==> src/hw/eec_defs.vh <==
`ifndef EEC_DEFS_VH
`define EEC_DEFS_VH

// register byte addresses
`define EEC_REG_CMD        9'h1B4
`define EEC_REG_DATA       9'h1B8
`define EEC_REG_HWCFG      9'h1BC
`define EEC_REG_IRQ_STAT   9'h1C0
`define EEC_REG_IRQ_MASK   9'h1C4

// command/status field positions
`define EEC_CMD_PENDING    31
`define EEC_CMD_OP_HI      30
`define EEC_CMD_OP_LO      28
`define EEC_CMD_FAILED     17
`define EEC_CMD_LOADED     16

// interrupt status/mask bits
`define EEC_IRQ_DONE       0
`define EEC_IRQ_FAIL       1
`define EEC_IRQ_LOADED     2

// operation codes
`define EEC_OP_READ        3'h0
`define EEC_OP_WRITE       3'h3
`define EEC_OP_RELOAD      3'h7

// reset values
`define EEC_RST_LOC        16'h0000
`define EEC_RST_DATA       8'h00
`define EEC_RST_OP         3'h0

// reload layout
`define EEC_SIGNATURE      8'hA5
`define EEC_SIG_LOC        16'h0000
`define EEC_CFG_LOC        16'h0001
`define EEC_DEV_ADDR       7'h50

// byte engine commands
`define EEC_I2C_START      2'h0
`define EEC_I2C_WRITE      2'h1
`define EEC_I2C_READ       2'h2
`define EEC_I2C_STOP       2'h3

// timing
`define EEC_CLK_KHZ        40000
`define EEC_SCL_KHZ        100
`define EEC_QTR_CYC        (`EEC_CLK_KHZ / (4 * `EEC_SCL_KHZ))
`define EEC_WR_TMO_MS      30
`define EEC_WR_TMO_CYC     (`EEC_WR_TMO_MS * `EEC_CLK_KHZ)
`define EEC_STRETCH_MS     30
`define EEC_STRETCH_CYC    (`EEC_STRETCH_MS * `EEC_CLK_KHZ)
`define EEC_ARB_CS         192
`define EEC_ARB_CYC        (`EEC_ARB_CS * 10 * `EEC_CLK_KHZ)
`define EEC_TMO_W          27

`endif

==> src/hw/eec_controller.v <==
// Contract
// op code plus pending flag starts one command
// reload re-reads config; other codes reserved
// missing A5h signature fails the reload
// reload drops ready until it finishes
// loaded flag only on valid, complete load
// loaded flag cleared by resets, reload, W1C
// sticky failure flag, reset zero, W1C
// write unanswered within 30 ms times out
// missing acknowledge or bad op code fails
// clock held low over 30 ms fails
// bus not won in 1.92 s fails
// sixteen-bit byte location, resets to zero
// eight-bit data, upper bits read zero
// write stores data byte at location
// I2C master start, address, ack, stop
`timescale 1ns/1ps
`default_nettype none
`include "eec_defs.vh"
module eec_controller #(
  parameter       TW          = `EEC_TMO_W,
  parameter       QTR_CYC     = `EEC_QTR_CYC,
  parameter       WR_TMO_CYC  = `EEC_WR_TMO_CYC,
  parameter       STRETCH_CYC = `EEC_STRETCH_CYC,
  parameter       ARB_CYC     = `EEC_ARB_CYC,
  parameter [6:0] DEV_ADDR    = `EEC_DEV_ADDR
) (
  input  wire        core_clk,
  input  wire        sys_rst,
  input  wire        clkEn,
  input  wire        softRst,
  input  wire [8:0]  avs_address,
  input  wire        avs_read,
  input  wire        avs_write,
  input  wire [31:0] avs_writedata,
  input  wire [3:0]  avs_byteenable,
  output reg  [31:0] avs_readdata,
  output reg         avs_waitrequest,
  output reg         irq,
  output reg         devReady,
  output reg  [7:0]  cfgByte,
  input  wire        i2cSclIn,
  input  wire        i2cSdaIn,
  output wire        i2cSclOut,
  output wire        i2cSdaOut,
  output wire        i2cSclOeN,
  output wire        i2cSdaOeN
);
  localparam [1:0] C_IDLE = 2'h0, C_ISSUE = 2'h1, C_WAIT = 2'h2, C_END = 2'h3;

  ////////////////////////////////////////////////////////////////////////////////
  // registers and bus

  reg         pending_r;
  reg  [2:0]  opCode_r;
  reg         failed_r;
  reg         loaded_r;
  reg  [15:0] byteLoc_r;
  reg  [7:0]  dataByte_r;
  reg  [2:0]  irqStat_r;
  reg  [2:0]  irqMask_r;
  reg  [31:0] rdMux;
  wire [31:0] laneMask;
  wire [31:0] wd;
  wire        wrAcc = avs_write && !avs_waitrequest;
  wire        wrCmd = wrAcc && (avs_address == `EEC_REG_CMD);
  wire        wrDat = wrAcc && (avs_address == `EEC_REG_DATA);
  wire        wrSta = wrAcc && (avs_address == `EEC_REG_IRQ_STAT);
  wire        wrMsk = wrAcc && (avs_address == `EEC_REG_IRQ_MASK);

  // sequencer pulses, one cycle each
  reg         evDone_r;
  reg         evFail_r;
  reg         evLoaded_r;
  reg         evRead_r;
  reg         evReload_r;
  reg  [7:0]  rx_r;

  genvar g;
  generate
    for (g = 0; g < 4; g = g + 1) begin : gLane
      assign laneMask[8*g+7:8*g] = {8{avs_byteenable[g]}};
    end
  endgenerate
  assign wd = avs_writedata & laneMask;

  function [15:0] mergeLoc;
    input [15:0] old;
    input [15:0] val;
    input [15:0] msk;
    begin
      mergeLoc = (old & ~msk) | (val & msk);
    end
  endfunction

  always @* begin
    case (avs_address)
      `EEC_REG_CMD:      rdMux = {pending_r, opCode_r, 10'h000, failed_r, loaded_r, byteLoc_r};
      `EEC_REG_DATA:     rdMux = {24'h000000, dataByte_r};
      `EEC_REG_HWCFG:    rdMux = {16'h0000, cfgByte, 7'h00, devReady};
      `EEC_REG_IRQ_STAT: rdMux = {29'h00000000, irqStat_r};
      `EEC_REG_IRQ_MASK: rdMux = {29'h00000000, irqMask_r};
      default:           rdMux = 32'h00000000;
    endcase
  end

  always @(posedge core_clk) begin
    if (sys_rst) begin
      avs_waitrequest <= 1'b1;
      avs_readdata    <= 32'h00000000;
      pending_r       <= 1'b0;
      opCode_r        <= `EEC_RST_OP;
      failed_r        <= 1'b0;
      loaded_r        <= 1'b0;
      byteLoc_r       <= `EEC_RST_LOC;
      dataByte_r      <= `EEC_RST_DATA;
      irqStat_r       <= 3'h0;
      irqMask_r       <= 3'h0;
      irq             <= 1'b0;
      devReady        <= 1'b1;
    end else if (clkEn) begin
      // one wait cycle, then a single answer cycle
      if (!avs_waitrequest) begin
        avs_waitrequest <= 1'b1;
      end else if (avs_read || avs_write) begin
        avs_waitrequest <= 1'b0;
        if (avs_read) avs_readdata <= rdMux;
      end
      // a command is accepted only while the previous one is not pending
      if (evDone_r) begin
        pending_r <= 1'b0;
      end else if (wrCmd && !pending_r && avs_byteenable[3]) begin
        opCode_r  <= wd[`EEC_CMD_OP_HI:`EEC_CMD_OP_LO];
        pending_r <= wd[`EEC_CMD_PENDING];
      end
      if (wrCmd)
        byteLoc_r <= mergeLoc(byteLoc_r, wd[15:0], laneMask[15:0]);
      // hardware set wins over a software clear in the same cycle
      failed_r <= evFail_r | (failed_r & ~(wrCmd & wd[`EEC_CMD_FAILED]));
      loaded_r <= evLoaded_r |
                  (loaded_r & ~(wrCmd & wd[`EEC_CMD_LOADED]) & ~softRst & ~evReload_r);
      if (evRead_r)
        dataByte_r <= rx_r;
      else if (wrDat && avs_byteenable[0])
        dataByte_r <= wd[7:0];
      if (evReload_r)
        devReady <= 1'b0;
      else if (evDone_r)
        devReady <= 1'b1;
      irqStat_r[`EEC_IRQ_DONE]   <= evDone_r |
                                    (irqStat_r[`EEC_IRQ_DONE] & ~(wrSta & wd[`EEC_IRQ_DONE]));
      irqStat_r[`EEC_IRQ_FAIL]   <= evFail_r |
                                    (irqStat_r[`EEC_IRQ_FAIL] & ~(wrSta & wd[`EEC_IRQ_FAIL]));
      irqStat_r[`EEC_IRQ_LOADED] <= evLoaded_r |
                                    (irqStat_r[`EEC_IRQ_LOADED] & ~(wrSta & wd[`EEC_IRQ_LOADED]));
      if (wrMsk && avs_byteenable[0])
        irqMask_r <= wd[2:0];
      irq <= |(irqStat_r & irqMask_r);
    end
  end

  ////////////////////////////////////////////////////////////////////////////////
  // command sequencer

  reg  [1:0]  cst_r;
  reg  [3:0]  step_r;
  reg  [15:0] curLoc_r;
  reg         stage_r;
  reg         failPend_r;
  reg         pollOn_r;
  reg         pollAck_r;
  reg  [1:0]  seqOp;
  reg  [7:0]  seqByte;
  wire        isWr = (opCode_r == `EEC_OP_WRITE);
  wire        isReload = (opCode_r == `EEC_OP_RELOAD);
  wire        engDone;
  wire        engErr;
  wire [7:0]  engRx;
  wire        engAck;
  wire        pollExp;

  // a read is a dummy write of the location, repeated start, then one NACKed byte;
  // a write is followed by acknowledge polling until the part finishes its cycle
  always @* begin
    seqOp   = `EEC_I2C_STOP;
    seqByte = 8'hFF;
    case (step_r)
      4'h0: seqOp = `EEC_I2C_START;
      4'h1: begin
        seqOp   = `EEC_I2C_WRITE;
        seqByte = {DEV_ADDR, 1'b0};
      end
      4'h2: begin
        seqOp   = `EEC_I2C_WRITE;
        seqByte = curLoc_r[15:8];
      end
      4'h3: begin
        seqOp   = `EEC_I2C_WRITE;
        seqByte = curLoc_r[7:0];
      end
      4'h4: begin
        seqOp   = isWr ? `EEC_I2C_WRITE : `EEC_I2C_START;
        seqByte = dataByte_r;
      end
      4'h5: begin
        seqOp   = isWr ? `EEC_I2C_STOP : `EEC_I2C_WRITE;
        seqByte = {DEV_ADDR, 1'b1};
      end
      4'h6: seqOp = isWr ? `EEC_I2C_START : `EEC_I2C_READ;
      4'h7: begin
        seqOp   = isWr ? `EEC_I2C_WRITE : `EEC_I2C_STOP;
        seqByte = {DEV_ADDR, 1'b0};
      end
      default: seqOp = `EEC_I2C_STOP;
    endcase
  end

  task finish;
    input bad;
    begin
      evDone_r <= 1'b1;
      evFail_r <= bad;
      pollOn_r <= 1'b0;
      cst_r    <= C_END;
    end
  endtask

  always @(posedge core_clk) begin
    if (sys_rst) begin
      cst_r      <= C_IDLE;
      step_r     <= 4'h0;
      curLoc_r   <= `EEC_RST_LOC;
      stage_r    <= 1'b0;
      failPend_r <= 1'b0;
      pollOn_r   <= 1'b0;
      pollAck_r  <= 1'b0;
      rx_r       <= 8'h00;
      cfgByte    <= 8'h00;
      evDone_r   <= 1'b0;
      evFail_r   <= 1'b0;
      evLoaded_r <= 1'b0;
      evRead_r   <= 1'b0;
      evReload_r <= 1'b0;
    end else if (clkEn) begin
      evDone_r   <= 1'b0;
      evFail_r   <= 1'b0;
      evLoaded_r <= 1'b0;
      evRead_r   <= 1'b0;
      evReload_r <= 1'b0;
      case (cst_r)
        C_IDLE: begin
          step_r     <= 4'h0;
          stage_r    <= 1'b0;
          failPend_r <= 1'b0;
          pollAck_r  <= 1'b0;
          curLoc_r   <= byteLoc_r;
          if (pending_r) begin
            if (isReload) begin
              curLoc_r   <= `EEC_SIG_LOC;
              evReload_r <= 1'b1;
              cst_r      <= C_ISSUE;
            end else if (isWr || opCode_r == `EEC_OP_READ) begin
              cst_r <= C_ISSUE;
            end else begin
              finish(1'b1);
            end
          end
        end
        C_ISSUE: cst_r <= C_WAIT;
        C_WAIT: begin
          if (engDone) begin
            cst_r <= C_ISSUE;
            if (engErr) begin
              finish(1'b1);
            end else if (isWr && step_r == 4'h7) begin
              pollAck_r <= engAck;
              step_r    <= 4'h8;
            end else if (seqOp == `EEC_I2C_WRITE && !engAck) begin
              failPend_r <= 1'b1;
              step_r     <= isWr ? 4'h5 : 4'h7;
            end else if (isWr && step_r == 4'h5) begin
              if (failPend_r) begin
                finish(1'b1);
              end else begin
                pollOn_r <= 1'b1;
                step_r   <= 4'h6;
              end
            end else if (isWr && step_r == 4'h8) begin
              if (pollAck_r)
                finish(1'b0);
              else if (pollExp)
                finish(1'b1);
              else
                step_r <= 4'h6;
            end else if (!isWr && step_r == 4'h7) begin
              if (failPend_r) begin
                finish(1'b1);
              end else if (!isReload) begin
                evRead_r <= 1'b1;
                finish(1'b0);
              end else if (!stage_r) begin
                if (rx_r == `EEC_SIGNATURE) begin
                  stage_r  <= 1'b1;
                  curLoc_r <= `EEC_CFG_LOC;
                  step_r   <= 4'h0;
                end else begin
                  finish(1'b1);
                end
              end else begin
                cfgByte    <= rx_r;
                evLoaded_r <= 1'b1;
                finish(1'b0);
              end
            end else begin
              if (step_r == 4'h6) rx_r <= engRx;
              step_r <= step_r + 1'b1;
            end
          end
        end
        default: cst_r <= C_IDLE;
      endcase
    end
  end

  ////////////////////////////////////////////////////////////////////////////////
  // serial side

  eec_timeout_cnt #(.W(TW), .LIMIT(WR_TMO_CYC)) uPoll (
    .core_clk (core_clk),
    .sys_rst  (sys_rst),
    .clkEn    (clkEn),
    .run      (pollOn_r),
    .expired  (pollExp)
  );

  eec_i2c_engine #(
    .QTR         (QTR_CYC),
    .TW          (TW),
    .STRETCH_CYC (STRETCH_CYC),
    .ARB_CYC     (ARB_CYC)
  ) uEngine (
    .core_clk (core_clk),
    .sys_rst  (sys_rst),
    .clkEn    (clkEn),
    .cmdValid (cst_r == C_ISSUE),
    .cmdOp    (seqOp),
    .cmdByte  (seqByte),
    .cmdNack  (1'b1),
    .cmdDone  (engDone),
    .cmdErr   (engErr),
    .rxByte   (engRx),
    .ackSeen  (engAck),
    .sclIn    (i2cSclIn),
    .sdaIn    (i2cSdaIn),
    .sclOut   (i2cSclOut),
    .sdaOut   (i2cSdaOut),
    .sclOeN   (i2cSclOeN),
    .sdaOeN   (i2cSdaOeN)
  );
endmodule
`default_nettype wire

==> src/hw/eec_timeout_cnt.v <==
`timescale 1ns/1ps
`default_nettype none
module eec_timeout_cnt #(
  parameter W     = 27,
  parameter LIMIT = 1200000
) (
  input  wire core_clk,
  input  wire sys_rst,
  input  wire clkEn,
  input  wire run,
  output reg  expired
);
  localparam integer LAST = LIMIT - 1;
  reg [W-1:0] cnt_r;

  // expired rises LIMIT cycles after run rises and clears with run
  always @(posedge core_clk) begin
    if (sys_rst) begin
      cnt_r   <= {W{1'b0}};
      expired <= 1'b0;
    end else if (clkEn) begin
      if (!run) begin
        cnt_r   <= {W{1'b0}};
        expired <= 1'b0;
      end else if (cnt_r == LAST[W-1:0]) begin
        expired <= 1'b1;
      end else begin
        cnt_r <= cnt_r + 1'b1;
      end
    end
  end
endmodule
`default_nettype wire

==> src/hw/eec_i2c_engine.v <==
`timescale 1ns/1ps
`default_nettype none
`include "eec_defs.vh"
module eec_i2c_engine #(
  parameter QTR         = 100,
  parameter TW          = 27,
  parameter STRETCH_CYC = 1200000,
  parameter ARB_CYC     = 76800000
) (
  input  wire       core_clk,
  input  wire       sys_rst,
  input  wire       clkEn,
  input  wire       cmdValid,
  input  wire [1:0] cmdOp,
  input  wire [7:0] cmdByte,
  input  wire       cmdNack,
  output reg        cmdDone,
  output reg        cmdErr,
  output wire [7:0] rxByte,
  output wire       ackSeen,
  input  wire       sclIn,
  input  wire       sdaIn,
  output reg        sclOut,
  output reg        sdaOut,
  output reg        sclOeN,
  output reg        sdaOeN
);
  localparam [2:0] S_IDLE = 3'h0, S_FREE = 3'h1, S_START = 3'h2, S_BIT = 3'h3, S_STOP = 3'h4;
  localparam integer QLAST = QTR - 1;

  reg  [2:0]  st_r;
  reg  [1:0]  ph_r;
  reg  [15:0] q_r;
  reg  [3:0]  bit_r;
  reg  [8:0]  sh_r;
  wire        tick     = (q_r == QLAST[15:0]);
  wire        onLine   = (st_r == S_START) || (st_r == S_BIT) || (st_r == S_STOP);
  // slave holding scl low after we released it freezes the bit timing
  wire        stallScl = onLine && (ph_r == 2'h1) && !sclIn;
  wire        strExp;
  wire        arbExp;

  assign rxByte  = sh_r[8:1];
  assign ackSeen = !sh_r[0];

  eec_timeout_cnt #(.W(TW), .LIMIT(STRETCH_CYC)) uStretch (
    .core_clk (core_clk),
    .sys_rst  (sys_rst),
    .clkEn    (clkEn),
    .run      (stallScl),
    .expired  (strExp)
  );

  eec_timeout_cnt #(.W(TW), .LIMIT(ARB_CYC)) uArb (
    .core_clk (core_clk),
    .sys_rst  (sys_rst),
    .clkEn    (clkEn),
    .run      (st_r == S_FREE),
    .expired  (arbExp)
  );

  always @(posedge core_clk) begin
    if (sys_rst) begin
      st_r    <= S_IDLE;
      ph_r    <= 2'h0;
      q_r     <= 16'h0000;
      bit_r   <= 4'h0;
      sh_r    <= 9'h1FF;
      cmdDone <= 1'b0;
      cmdErr  <= 1'b0;
      sclOut  <= 1'b0;
      sdaOut  <= 1'b0;
      sclOeN  <= 1'b1;
      sdaOeN  <= 1'b1;
    end else if (clkEn) begin
      cmdDone <= 1'b0;
      cmdErr  <= 1'b0;
      case (st_r)
        S_IDLE: begin
          q_r   <= 16'h0000;
          ph_r  <= 2'h0;
          bit_r <= 4'h0;
          if (cmdValid) begin
            case (cmdOp)
              `EEC_I2C_START: begin
                sdaOeN <= 1'b1;
                st_r   <= sclOeN ? S_FREE : S_START;   // repeated start skips the bus wait
              end
              `EEC_I2C_WRITE: begin
                sh_r   <= {cmdByte, 1'b1};
                sdaOeN <= cmdByte[7];
                st_r   <= S_BIT;
              end
              `EEC_I2C_READ: begin
                sh_r   <= {8'hFF, cmdNack};
                sdaOeN <= 1'b1;
                st_r   <= S_BIT;
              end
              default: begin
                sdaOeN <= 1'b0;
                st_r   <= S_STOP;
              end
            endcase
          end
        end
        S_FREE: begin
          if (arbExp) begin
            st_r    <= S_IDLE;
            cmdDone <= 1'b1;
            cmdErr  <= 1'b1;
          end else if (sclIn && sdaIn) begin
            q_r <= tick ? 16'h0000 : q_r + 1'b1;
            if (tick) st_r <= S_START;
          end else begin
            q_r <= 16'h0000;
          end
        end
        default: begin
          if (strExp) begin
            st_r    <= S_IDLE;
            cmdDone <= 1'b1;
            cmdErr  <= 1'b1;
            sclOeN  <= 1'b1;
            sdaOeN  <= 1'b1;
          end else if (!stallScl) begin
            if (!tick) begin
              q_r <= q_r + 1'b1;
            end else begin
              q_r  <= 16'h0000;
              ph_r <= ph_r + 1'b1;
              case (ph_r)
                2'h0: sclOeN <= 1'b1;
                2'h1: begin
                  if (st_r == S_START) sdaOeN <= 1'b0;
                  if (st_r == S_BIT) sh_r <= {sh_r[7:0], sdaIn};
                  if (st_r == S_STOP) sdaOeN <= 1'b1;
                end
                2'h2: if (st_r != S_STOP) sclOeN <= 1'b0;
                default: begin
                  if (st_r != S_BIT || bit_r == 4'h8) begin
                    st_r    <= S_IDLE;
                    cmdDone <= 1'b1;
                  end else begin
                    bit_r  <= bit_r + 1'b1;
                    sdaOeN <= sh_r[8];
                  end
                end
              endcase
            end
          end
        end
      endcase
    end
  end
endmodule
`default_nettype wire

==> config.mk <==
export PLATFORM = sky130hd
export DESIGN_NAME = eec_controller
export DESIGN_NICKNAME = d
export VERILOG_FILES = /design/src/hw/eec_controller.v /design/src/hw/eec_timeout_cnt.v /design/src/hw/eec_i2c_engine.v
export VERILOG_INCLUDE_DIRS = /design/src /design/src/hw
export SDC_FILE = /design/constraint.sdc
export NUM_CORES = 1
export LEC_CHECK = 0
export ABC_AREA = 1
export BUFFER_PORTS_ARGS = -buffer_cell sky130_fd_sc_hd__buf_2
export CORE_UTILIZATION = 53
export CTS_CLUSTER_DIAMETER = 50
export DETAILED_ROUTE_END_ITERATION = 6
export PLACE_DENSITY = 0.69
export SETUP_SLACK_MARGIN = 0.05
export SLEW_MARGIN = 15
export SYNTH_ARGS = -nofsm -noshare
export SYNTH_HDL_FRONTEND = slang
export SYNTH_SLANG_ARGS = --single-unit
export TNS_END_PERCENT = 5
==> constraint.sdc <==
create_clock -name core_clk -period 3.6 [get_ports core_clk]
set_input_delay 0.18 -clock core_clk [delete_from_list [all_inputs] [get_ports core_clk]]
set_output_delay 0.18 -clock core_clk [all_outputs]
set_load 0.005 [all_outputs]
* Word level (Yosys, flattened, before mapping)
Cells that the tools add are included.
** Storage, ports and cells
- Output and inout port bits :: 47
- Word-level logic and storage cells :: 484
- Bits of input ports :: 53
- Register bits after elaboration :: 240
** Operators by class
- Reduce and logical (&&, ||, !) cells :: 82
- Equality and inequality tests :: 86
- Add/sub/neg operators :: 7
- Bitwise operators :: 40
- Mux-type cells :: 228
** Operators by type and width (number)
- 16-bit two-way mux :: 18
- 27-bit two-way mux :: 6
- 32-bit case mux with 5 select lines :: 1
- 1-bit two-way mux :: 118
- 27-bit by 1-bit adder with 27-bit output (second input constant) :: 3
- 4-bit two-way mux :: 19
- 16-bit case mux with 2 select lines :: 2
- 27-bit by 21-bit == test with 1-bit output (second input constant) :: 2
- 9-bit two-way mux :: 6
- 2-bit two-way mux :: 25
- 9-bit == test (second input constant) :: 5
- 2-bit != test (second input constant) :: 20
- 8-bit case mux with 5 select lines :: 1
- 9-bit case mux with 2 select lines :: 2
- 11-bit AND reduction :: 3
- 16-bit AND :: 2
- 32-bit AND :: 1
- 27-bit == test (second input constant) :: 1
- 3-bit two-way mux :: 9
- 1-bit case mux with 2 select lines :: 12
- 2-bit AND reduction :: 11
- 7-bit != test (second input constant) :: 3
- 2-bit by 1-bit != test with 1-bit output (second input constant) :: 9
- 3-bit by 2-bit != test with 1-bit output (second input constant) :: 6
- other kinds (57) :: 158

* Logic depth before layout (Yosys ltp)
Gate-level depths: netlist (run 1).
- Depth after elaboration :: 13
- Mapped depth :: 21
- Depth with buffers taken out :: 21

* Hierarchy
A second synthesis (run 1) with hierarchy kept.
** Second synthesis, totals
- Cells, all modules :: 2201
- Area total of the unflattened synthesis :: 14326.2 um2
** By module, submodules not included
- eec_controller :: cells each 763, area each 5500.3 um2, seq. area each 2162.1 um2, instances 1
- eec_timeout_cnt at uEngine.uStretch ... :: cells each 343, area each 2014.4 um2, seq. area each 560.5 um2, instances 2
- eec_i2c_engine :: cells each 390, area each 2606.2 um2, seq. area each 760.7 um2, instances 1
- eec_timeout_cnt at uEngine.uArb :: cells each 362, area each 2190.9 um2, seq. area each 560.5 um2, instances 1

* Worst setup path after synthesis (run 1)
OpenSTA, ideal clock, no wires.
- Path kind :: flip-flop to flip-flop
- Start :: reg step_r[1]
- End :: reg rx_r[5]
- Cell stages (with the launch flop) :: 17
- Path buffers :: 2
- Arrival :: 2.606 ns
- Setup slack :: 0.924 ns
- Period minus slack after synthesis :: 2.676 ns
- Setup time :: 0.070 ns
- Required time :: 3.530 ns
- Path through :: dfxtp_1 > inv_1 > ha_1 > nand3_1 > nand2_1 > or4_1 > nand2_1 > inv_1 > ha_1 > nand2_1 > inv_1 > nor2_1 > and3b_1 > buf_2 > buf_4 > o21ai_1 > a21oi_1
** Between the ends
- Word-level cells in the longest chain between the ends :: 7
- Elaborated cells on any way between the ends :: 23
- Classes of those cells :: 9 x eq/ne; 1 x mux; 5 x bitwise; 8 x reduce/logical
** Ends and longest elaborated chain
- start, declared :: line eec_controller.v:166 : reg [3:0] step_r;
- start signal, assigned :: line eec_controller.v:280 : step_r <= isWr ? 4'h5 : 4'h7;
- start signal, assigned :: line eec_controller.v:316 : step_r <= step_r + 1'b1;
- 4-bit by 2-bit == test with 1-bit output or 4-bit by 1-bit == test with 1-bit output (tied branches) :: line eec_controller.v:187 : case (step_r)
- 3-bit OR reduction (no line)
- 2-bit case mux with 6 select lines :: line eec_controller.v:187
- 2-bit by 1-bit == test with 1-bit output
- 1-bit logical AND :: line eec_controller.v:278 : end else if (seqOp == `EEC_I2C_WRITE && !engAck) begin
- 1-bit inverter (no line)
- 10-bit AND reduction (no line) (*)
- end signal, assigned :: line eec_controller.v:315 : if (step_r == 4'h6) rx_r <= engRx;
- end, declared :: line eec_controller.v:77 : reg [7:0] rx_r;
Mark *: on every way between the ends. The rest lies on a longest branch, timed or not.
A chain may end at the register's enable or synchronous reset.

* Final worst setup path (run 1)
- Start :: reg step_r[1]
- End :: reg cfgByte[2]
** Between the ends
- Word-level cells in the longest chain between the ends :: 7
- Elaborated cells on any way between the ends :: 22
- Classes of those cells :: 9 x eq/ne; 1 x mux; 4 x bitwise; 8 x reduce/logical
** Ends and longest elaborated chain
- 4-bit by 2-bit == test with 1-bit output or 4-bit by 1-bit == test with 1-bit output (tied branches) :: line eec_controller.v:187
- 3-bit OR reduction (no line)
- 2-bit case mux with 6 select lines :: line eec_controller.v:187
- 2-bit by 1-bit == test with 1-bit output
- 1-bit logical AND :: line eec_controller.v:278
- 1-bit inverter (no line)
- 12-bit AND reduction (no line) (*)
- end signal, assigned :: line eec_controller.v:310 : cfgByte <= rx_r;
- end, declared :: line eec_controller.v:41 : output reg [7:0] cfgByte,
Marked as above.

==> reports/metrics.yaml, run 1 <==
sta:
  max_slew_margin_pct: 38.4
  worstMarginPinSlew_ns: 0.924
  hold_viol_final: 0
  fmax_mhz: 313
  slew_viol_final: 0
  fin_crit_sh_pct: 88.7
  setup_ws_ns: 0.408
  rsz0062_at_grt: "no"
  skew_ns: 0.0167
  setup_tns_ns: 0
  setup_violations: 0
  period_minus_slack_ns: 3.19
cells_and_area:
  layout-drive-gt1-share_pct: 7.84
  stdcell_count: 2532
  syn2layout_area_growth_pct: 15.1
  final_cell_mix: "nand2_1, nor2_1, dfxtp_1, a21oi_1, inv_1"
  final_util_pct: 62.3
  diodes: 0
  fill_cells: 2351
  fin_nets: 2258
  final_common_cell: "nand2_1"
cts:
  cts.sink_count: 230
  cts_buffers: 30
  htreeDepth: 1
  cts_root_buffer: "clkbuf_16"
  clock_path_buffers: 3
  cts_tree: "yes"
  clkTransAtPathRegs_ns: 0.06
  clk_latency_ns: 0.55
synthesis:
  yosysSeqAreaShare_pct: 35.0
  yosysWarnings: 0
  netlist_instances: 2105
  synth.avg_cell_area_um2: 6.26
  async_flop_share_pct: 0
  yosysTopAreaCellShare_pct: 35.0
  synth_area_leaders: "dfxtp_1, nand2_1, nor2_1"
  ys_types: 54
  synth-edff-count: 0
  yosys.area.top_type: "dfxtp_1"
  ys_ff_latch: 230
  synth_ff_type: "dfxtp_1"
  syn_area_mm2: 0.0132
pwr:
  swShare_pct: 25.6
  power_frac_seq_pct: 38.8
  p_int_mw: 5.05
  vdd_drop_max_v: 0.000492
  combPwrFrac_pct: 11.3
  total_power_mw: 6.78
  switching_power_mw: 1.74
  clkPwrFrac_pct: 49.9
  cellPowerDensity_mw_per_mm2: 448
  cellLeakagePower_nw: 5.81
drt:
  drc: 0
  via_per_inst: 5.38
  dr.pass1.iters: 5
  drt-initial-drc-count: 1071
  ant_nets: 0
  wl_per_cell_um: 14.4
  routed_wirelength_um: 36500
  vias: 13600
global_routing:
  grt_max_degree: 82
  met2_usage_pct: 45.6
  met3_usage_pct: 2.83
  grt_pass1_vias: 12500
  grt_pass1_wl_um: 60600
  track_usage_pct: 28.2
  grtUsageMet1_pct: 40.0
  busiest_layer: "met2"
  overflow: 0
  antenna_found_initial: 0
floorplan:
  ios: 100
  die_area_mm2: 0.0255
  core-area_mm2: 0.0243
  rows: 57
  initial_core_util_pct: 54.2
  die_w_um: 160
  die_h_um: 160
setup_path:
  crit_type: "reg2reg"
  r2r_cells: 14
  worst_ep_required_time_ns: 4.02
  cp_max_fo: 16
  critPathLaunchType: "flip-flop"
  worstPathArrival_ns: 3.61
  end_kind: "flip-flop"
placement:
  post-place-cells: 2451
  gp_congestion: 0.939
  dp_hpwl_um: 26000
  io_buffers: 77
  dp_slack_ns: 0.379
run_status:
  outcome: "finished clean"
hold_path:
  hold_depth: 3
  hp-class: "in2reg"
run:
  cap_violations: 0
[kinds of logic after synthesis]
kind of cell | after synthesis | share of synthesized area (%)
AO/OA/AOI/OAI | 362 | 14.8
adder cells (fa/ha/maj) | 18 | 1.71
buffers and inverters | 306 | 9.35
flip-flops | 230 | 35.0
other | 1 | 0.0285
XOR/XNOR | 44 | 2.93
AND/OR/NAND/NOR | 1144 | 36.2
[synth_stat cells, drive strengths merged, types with 9 or more instances]
library cell and count:
buf 36, xor2 32, nand3 169, a21oi 220, xnor2 12, nand4 39, nor3 42, nor2 344
o22ai 13, clkbuf 49, o21ai 91, nand2 532, ha 18, inv 221, dfxtp 230, a31oi 9
[repair_timing]
item,4_1_cts,5_1_grt
endpoints found under the setup margin,0,5
gates resized for setup,0,1
buffers inserted,0,0
hold endpoints to repair,32,0
hold buffers,28,0
[through the flow]
| stage | instance area [µm²] | hold WS [ns] |
|---|---|---|
| floorplan | 13200 | 0.308 |
| global route | 15200 | 0.0409 |
| global placement | 13700 | 0.441 |
| detailed placement | 13700 | 0.442 |
| finish | 15200 | 0.0448 |
| CTS | 15200 | 0.0228 |
[power by group through the flow]
stage / Sequential (mW) / Clock (mW) / Combinational, mW
after global placement: 2.69 / 0 / 0.724
after CTS: 2.63 / 3.43 / 0.757
final: 2.63 / 3.38 / 0.765
after global routing: 2.64 / 3.53 / 0.860
after detailed placement: 2.69 / 0 / 0.731
after floorplan: 2.68 / 0 / 0.547
[sequential cells by signal (all words and copies together) (netlist names), 2 cells and up, named ones only]
name,flops
rx_r,8
uEngine.q_r,16
opCode_r,3
uEngine.bit_r,4
uEngine.uArb.cnt_r,27
uPoll.cnt_r,27
cst_r,2
step_r,4
uEngine.ph_r,2
uEngine.st_r,3
cfgByte,8
uEngine.sh_r,9
uEngine.uStretch.cnt_r,27
irqMask_r,3
dataByte_r,8
avs_readdata,22
irqStat_r,3
curLoc_r,16
[worst max-delay path: stages (launching register included)]
cell	delay (ns)
dfxtp_1	0.39
inv_1	0.08
ha_1	0.19
nand3_1	0.16
nand2_1	0.09
or4_1	0.52
nand2_1	0.15
inv_1	0.08
ha_1	0.20
nand2_1	0.16
nand2_1	0.10
inv_1	0.09
nand3_1	0.44
o21ai_0	0.34
a21oi_1	0.06
[area by class of cell]
cell class	instances	area (µm²)	area share [%]
Clock inverter	17	327	2.15
Timing Repair Buffer	124	811	5.35
Inverter	221	830	5.47
Sequential cell	230	4600	30.4
Clock buffer	36	805	5.31
Tap cell	324	405	2.67
Multi-Input combinational cell	1580	7380	48.7
[layer usage]
layer,vias to the layer above,part of all wire [%],routed length (µm)
met4,0,2.4,871
met3,66,4.7,1730
met5,-,0,0
li1,6972,-,-
met1,6209,49,17800
met2,364,44,16100
[worst paths after layout]
check,slack (ns),startpoint,end
max,0.41,step_r[1],cfgByte[2]
min,0.04,avs_byteenable[0],dataByte_r[0]
max reg2reg,0.41,step_r[1],cfgByte[2]
min reg2reg,0.45,curLoc_r[0],curLoc_r[0]
No activity file was read; power rests on OpenSTA's default activity.
==> run 2: changes to the inputs <==
--- a/config.mk
+++ b/config.mk
@@ -11,7 +11,7 @@
 export CORE_UTILIZATION = 53
 export CTS_CLUSTER_DIAMETER = 50
 export DETAILED_ROUTE_END_ITERATION = 6
-export PLACE_DENSITY = 0.69
+export PLACE_DENSITY = 0.71
 export SETUP_SLACK_MARGIN = 0.05
 export SLEW_MARGIN = 15
 export SYNTH_ARGS = -nofsm -noshare
==> constraint.sdc (replaced) <==
create_clock -name core_clk -period 2.6 [get_ports core_clk]
set_input_delay 0.13 -clock core_clk [delete_from_list [all_inputs] [get_ports core_clk]]
set_output_delay 0.13 -clock core_clk [all_outputs]
set_load 0.005 [all_outputs]
==> reports/metrics.yaml, run 2 (synthesis gave the netlist of run 1 again) <==
setup_path:
  worst_ep_required_time_ns: 3.05  # was 4.02 ns
  crit_buf_inv: 3  # unchanged
  crit_top_cell: "ha_4"  # was nand2_1
  end_kind: "flip-flop"  # unchanged
  critPathLaunchType: "flip-flop"  # unchanged
  crit_chain: "inv_2 -> ha_4 -> nand3_2 -> nand2_2 -> or4_4 -> nand2_4 -> buf_4 -> ha_4 -> o31ai_2 -> nand4_1 -> buf_2 -> a21oi_1 -> nand2_1"  # was inv_1 -> ha_1 -> nand3_1 -> nand2_1 -> or4_1 -> nand2_1 -> inv_1 -> ha_1 -> nand2_1 -> nand2_1 -> inv_1 -> nand3_1 -> o21ai_0 -> a21oi_1
  cp_max_fo: 6  # was 16
  crit_type: "reg2reg"  # unchanged
  cpPeakStageDelay_ns: 0.54  # was 0.52 ns
  worstPathArrival_ns: 3.04  # was 3.61 ns
  cpMaxStageDelayCell: "or4_4"  # was or4_1
  critical_path.top_delay_family: "simple AND/OR/NAND/NOR gates"  # unchanged
sta:
  skew_ns: 0.0218  # was 0.0167 ns
  hold_viol_final: 0  # unchanged
  setup_tns_ns: 0  # unchanged
  whs_ns: 0.0495  # was 0.0448 ns
  max_slew_margin_pct: 47.8  # was 38.4%
  setup_ws_ns: 0.00712  # was 0.408 ns
  slew_viol_final: 0  # unchanged
  fin_crit_sh_pct: 99.7  # was 88.7%
  setup_violations: 0  # unchanged
  rsz0062_at_grt: "yes"  # was no
  fmax_mhz: 386  # was 313 MHz
  period_minus_slack_ns: 2.59  # was 3.19 ns
  worstMarginPinSlew_ns: 0.783  # was 0.924 ns
run_status:
  outcome: "finished clean"  # unchanged
hold_path:
  hp-class: "in2reg"  # unchanged
cells_and_area:
  stdcell_count: 2586  # was 2532
  final_common_cell: "nand2_1"  # unchanged
  diodes: 0  # unchanged
  fin_nets: 2310  # was 2258
  layout-drive-gt1-share_pct: 11.8  # was 7.84%
  final_cell_mix: "nand2_1, nor2_1, dfxtp_1, a21oi_1, inv_1"  # unchanged
  final_util_pct: 64.5  # was 62.3%
  fill_cells: 2334  # was 2351
  reg_top3: "uEngine.uArb.cnt_r (27), uEngine.uStretch.cnt_r (27), uPoll.cnt_r (27)"  # unchanged
  fin_area_mm2: 0.0157  # was 0.0152 mm²
  syn2layout_area_growth_pct: 19.1  # was 15.1%
drt:
  wl_per_cell_um: 15.0  # was 14.4 µm
  dr.pass1.iters: 7  # was 5
  drt-initial-drc-count: 1179  # was 1071
  vias: 14100  # was 13600
  ant_nets: 0  # unchanged
  routed_wirelength_um: 38800  # was 36500 µm
  drc: 0  # unchanged
  via_per_inst: 5.44  # was 5.38
placement:
  gp_congestion: 0.957  # was 0.939
  post-place-cells: 2497  # was 2451
  io_buffers: 77  # unchanged
  placed_cell_area_mm2: 0.0142  # was 0.0137 mm²
  dp_slack_ns: -0.170  # was 0.379 ns
  dp_hpwl_um: 28000  # was 26000 µm
global_routing:
  grt_pass1_vias: 13100  # was 12500
  grt_pass1_wl_um: 64000  # was 60600 µm
  track_usage_pct: 30.0  # was 28.2%
  antenna_found_initial: 0  # unchanged
  overflow: 0  # unchanged
  grt_max_degree: 124  # was 82
cts:
  cts_tree: "yes"  # unchanged
  cts.sink_count: 230  # unchanged
  clk_latency_ns: 0.57  # was 0.55 ns
  cts_root_buffer: "clkbuf_16"  # unchanged
  clock_path_buffers: 3  # unchanged
  htreeDepth: 1  # unchanged
  clkTransAtPathRegs_ns: 0.06  # about the same
  cts_buffers: 29  # was 30
pwr:
  cellLeakagePower_nw: 6.03  # was 5.81 nW
  cellPowerDensity_mw_per_mm2: 564  # was 448 mW/mm²
  vdd_drop_max_v: 0.000596  # was 0.000492 V
  total_power_mw: 8.85  # was 6.78 mW
run:
  cap_violations: 0  # unchanged
floorplan:
  core-area_mm2: 0.0243  # unchanged
  die_area_mm2: 0.0255  # unchanged
  initial_core_util_pct: 54.2  # unchanged
  rows: 57  # unchanged
  die_h_um: 160  # unchanged
  die_w_um: 160  # unchanged
  ios: 100  # unchanged
## run 2: changes by cell type in the layout (fill, tap and decap cells not counted), moves of 8 or more
| cell | before | now |
|---|---|---|
| buf_4 | 20 | 64 |
| inv_1 | 214 | 204 |
| o21ai_1 | 5 | 13 |
| o21ai_0 | 85 | 76 |
| nand2_1 | 529 | 521 |
## run 2: power by group
part	internal, mW	switching (mW)	leakage [nW]	total, mW
sequential	3.59	0.0605	1.86	3.65
clock	2.42	1.63	0.466	4.06
combinational	0.358	0.789	3.71	1.15
## run 2: final timing paths
| kind | startpoint | end | slack [ns] | cells past startpoint |
|---|---|---|---|---|
| worst max-delay path | step_r[1] | uEngine.sh_r[2] | 0.007 | 13 |
| worst min-delay path | avs_address[7] | avs_readdata[0] | 0.05 | 5 |
| worst max register to register | step_r[1] | uEngine.sh_r[2] | 0.007 | 13 |
| worst min register to register | curLoc_r[0] | curLoc_r[0] | 0.45 | 2 |
## run 2: timing repair
action                                  CTS  global route
pin swaps                                 7            14
hold buffers                             29             0
endpoints found under the hold margin    56             0
cloned                                    1             1
endpoints found under the setup margin   30            52
resized for setup                        17            51
buffers inserted                          2             2
## run 2: final cells by class
| type | count | area (µm²) | area share, % |
|---|---|---|---|
| Multi-Input combinational cell | 1580 | 7580 | 48.4 |
| Sequential cell | 230 | 4610 | 29.4 |
| Timing Repair Buffer | 177 | 1260 | 8.06 |
| Inverter | 221 | 837 | 5.34 |
| Clock buffer | 41 | 821 | 5.23 |
| Tap cell | 324 | 405 | 2.58 |
| Clock inverter | 13 | 159 | 1.01 |
## run 2: routing by layer
layer	vias to the layer above	global-route usage (%)	part of all wire, %
li1	7105	-	-
met1	6436	40.8	47
met2	437	49.9	45
met3	83	2.96	5.3
met4	0	9.35	2.9
met5	-	0	0
## run 2: worst register-to-register path: cells and delay by family (launching register included)
family / cells / cell delay (ns)
AO/OA/AOI/OAI: 2 / 0.30
buffers and inverters: 3 / 0.41
adder cells (fa/ha/maj): 2 / 0.35
AND/OR/NAND/NOR: 6 / 1.05
flip-flops: 1 / 0.36
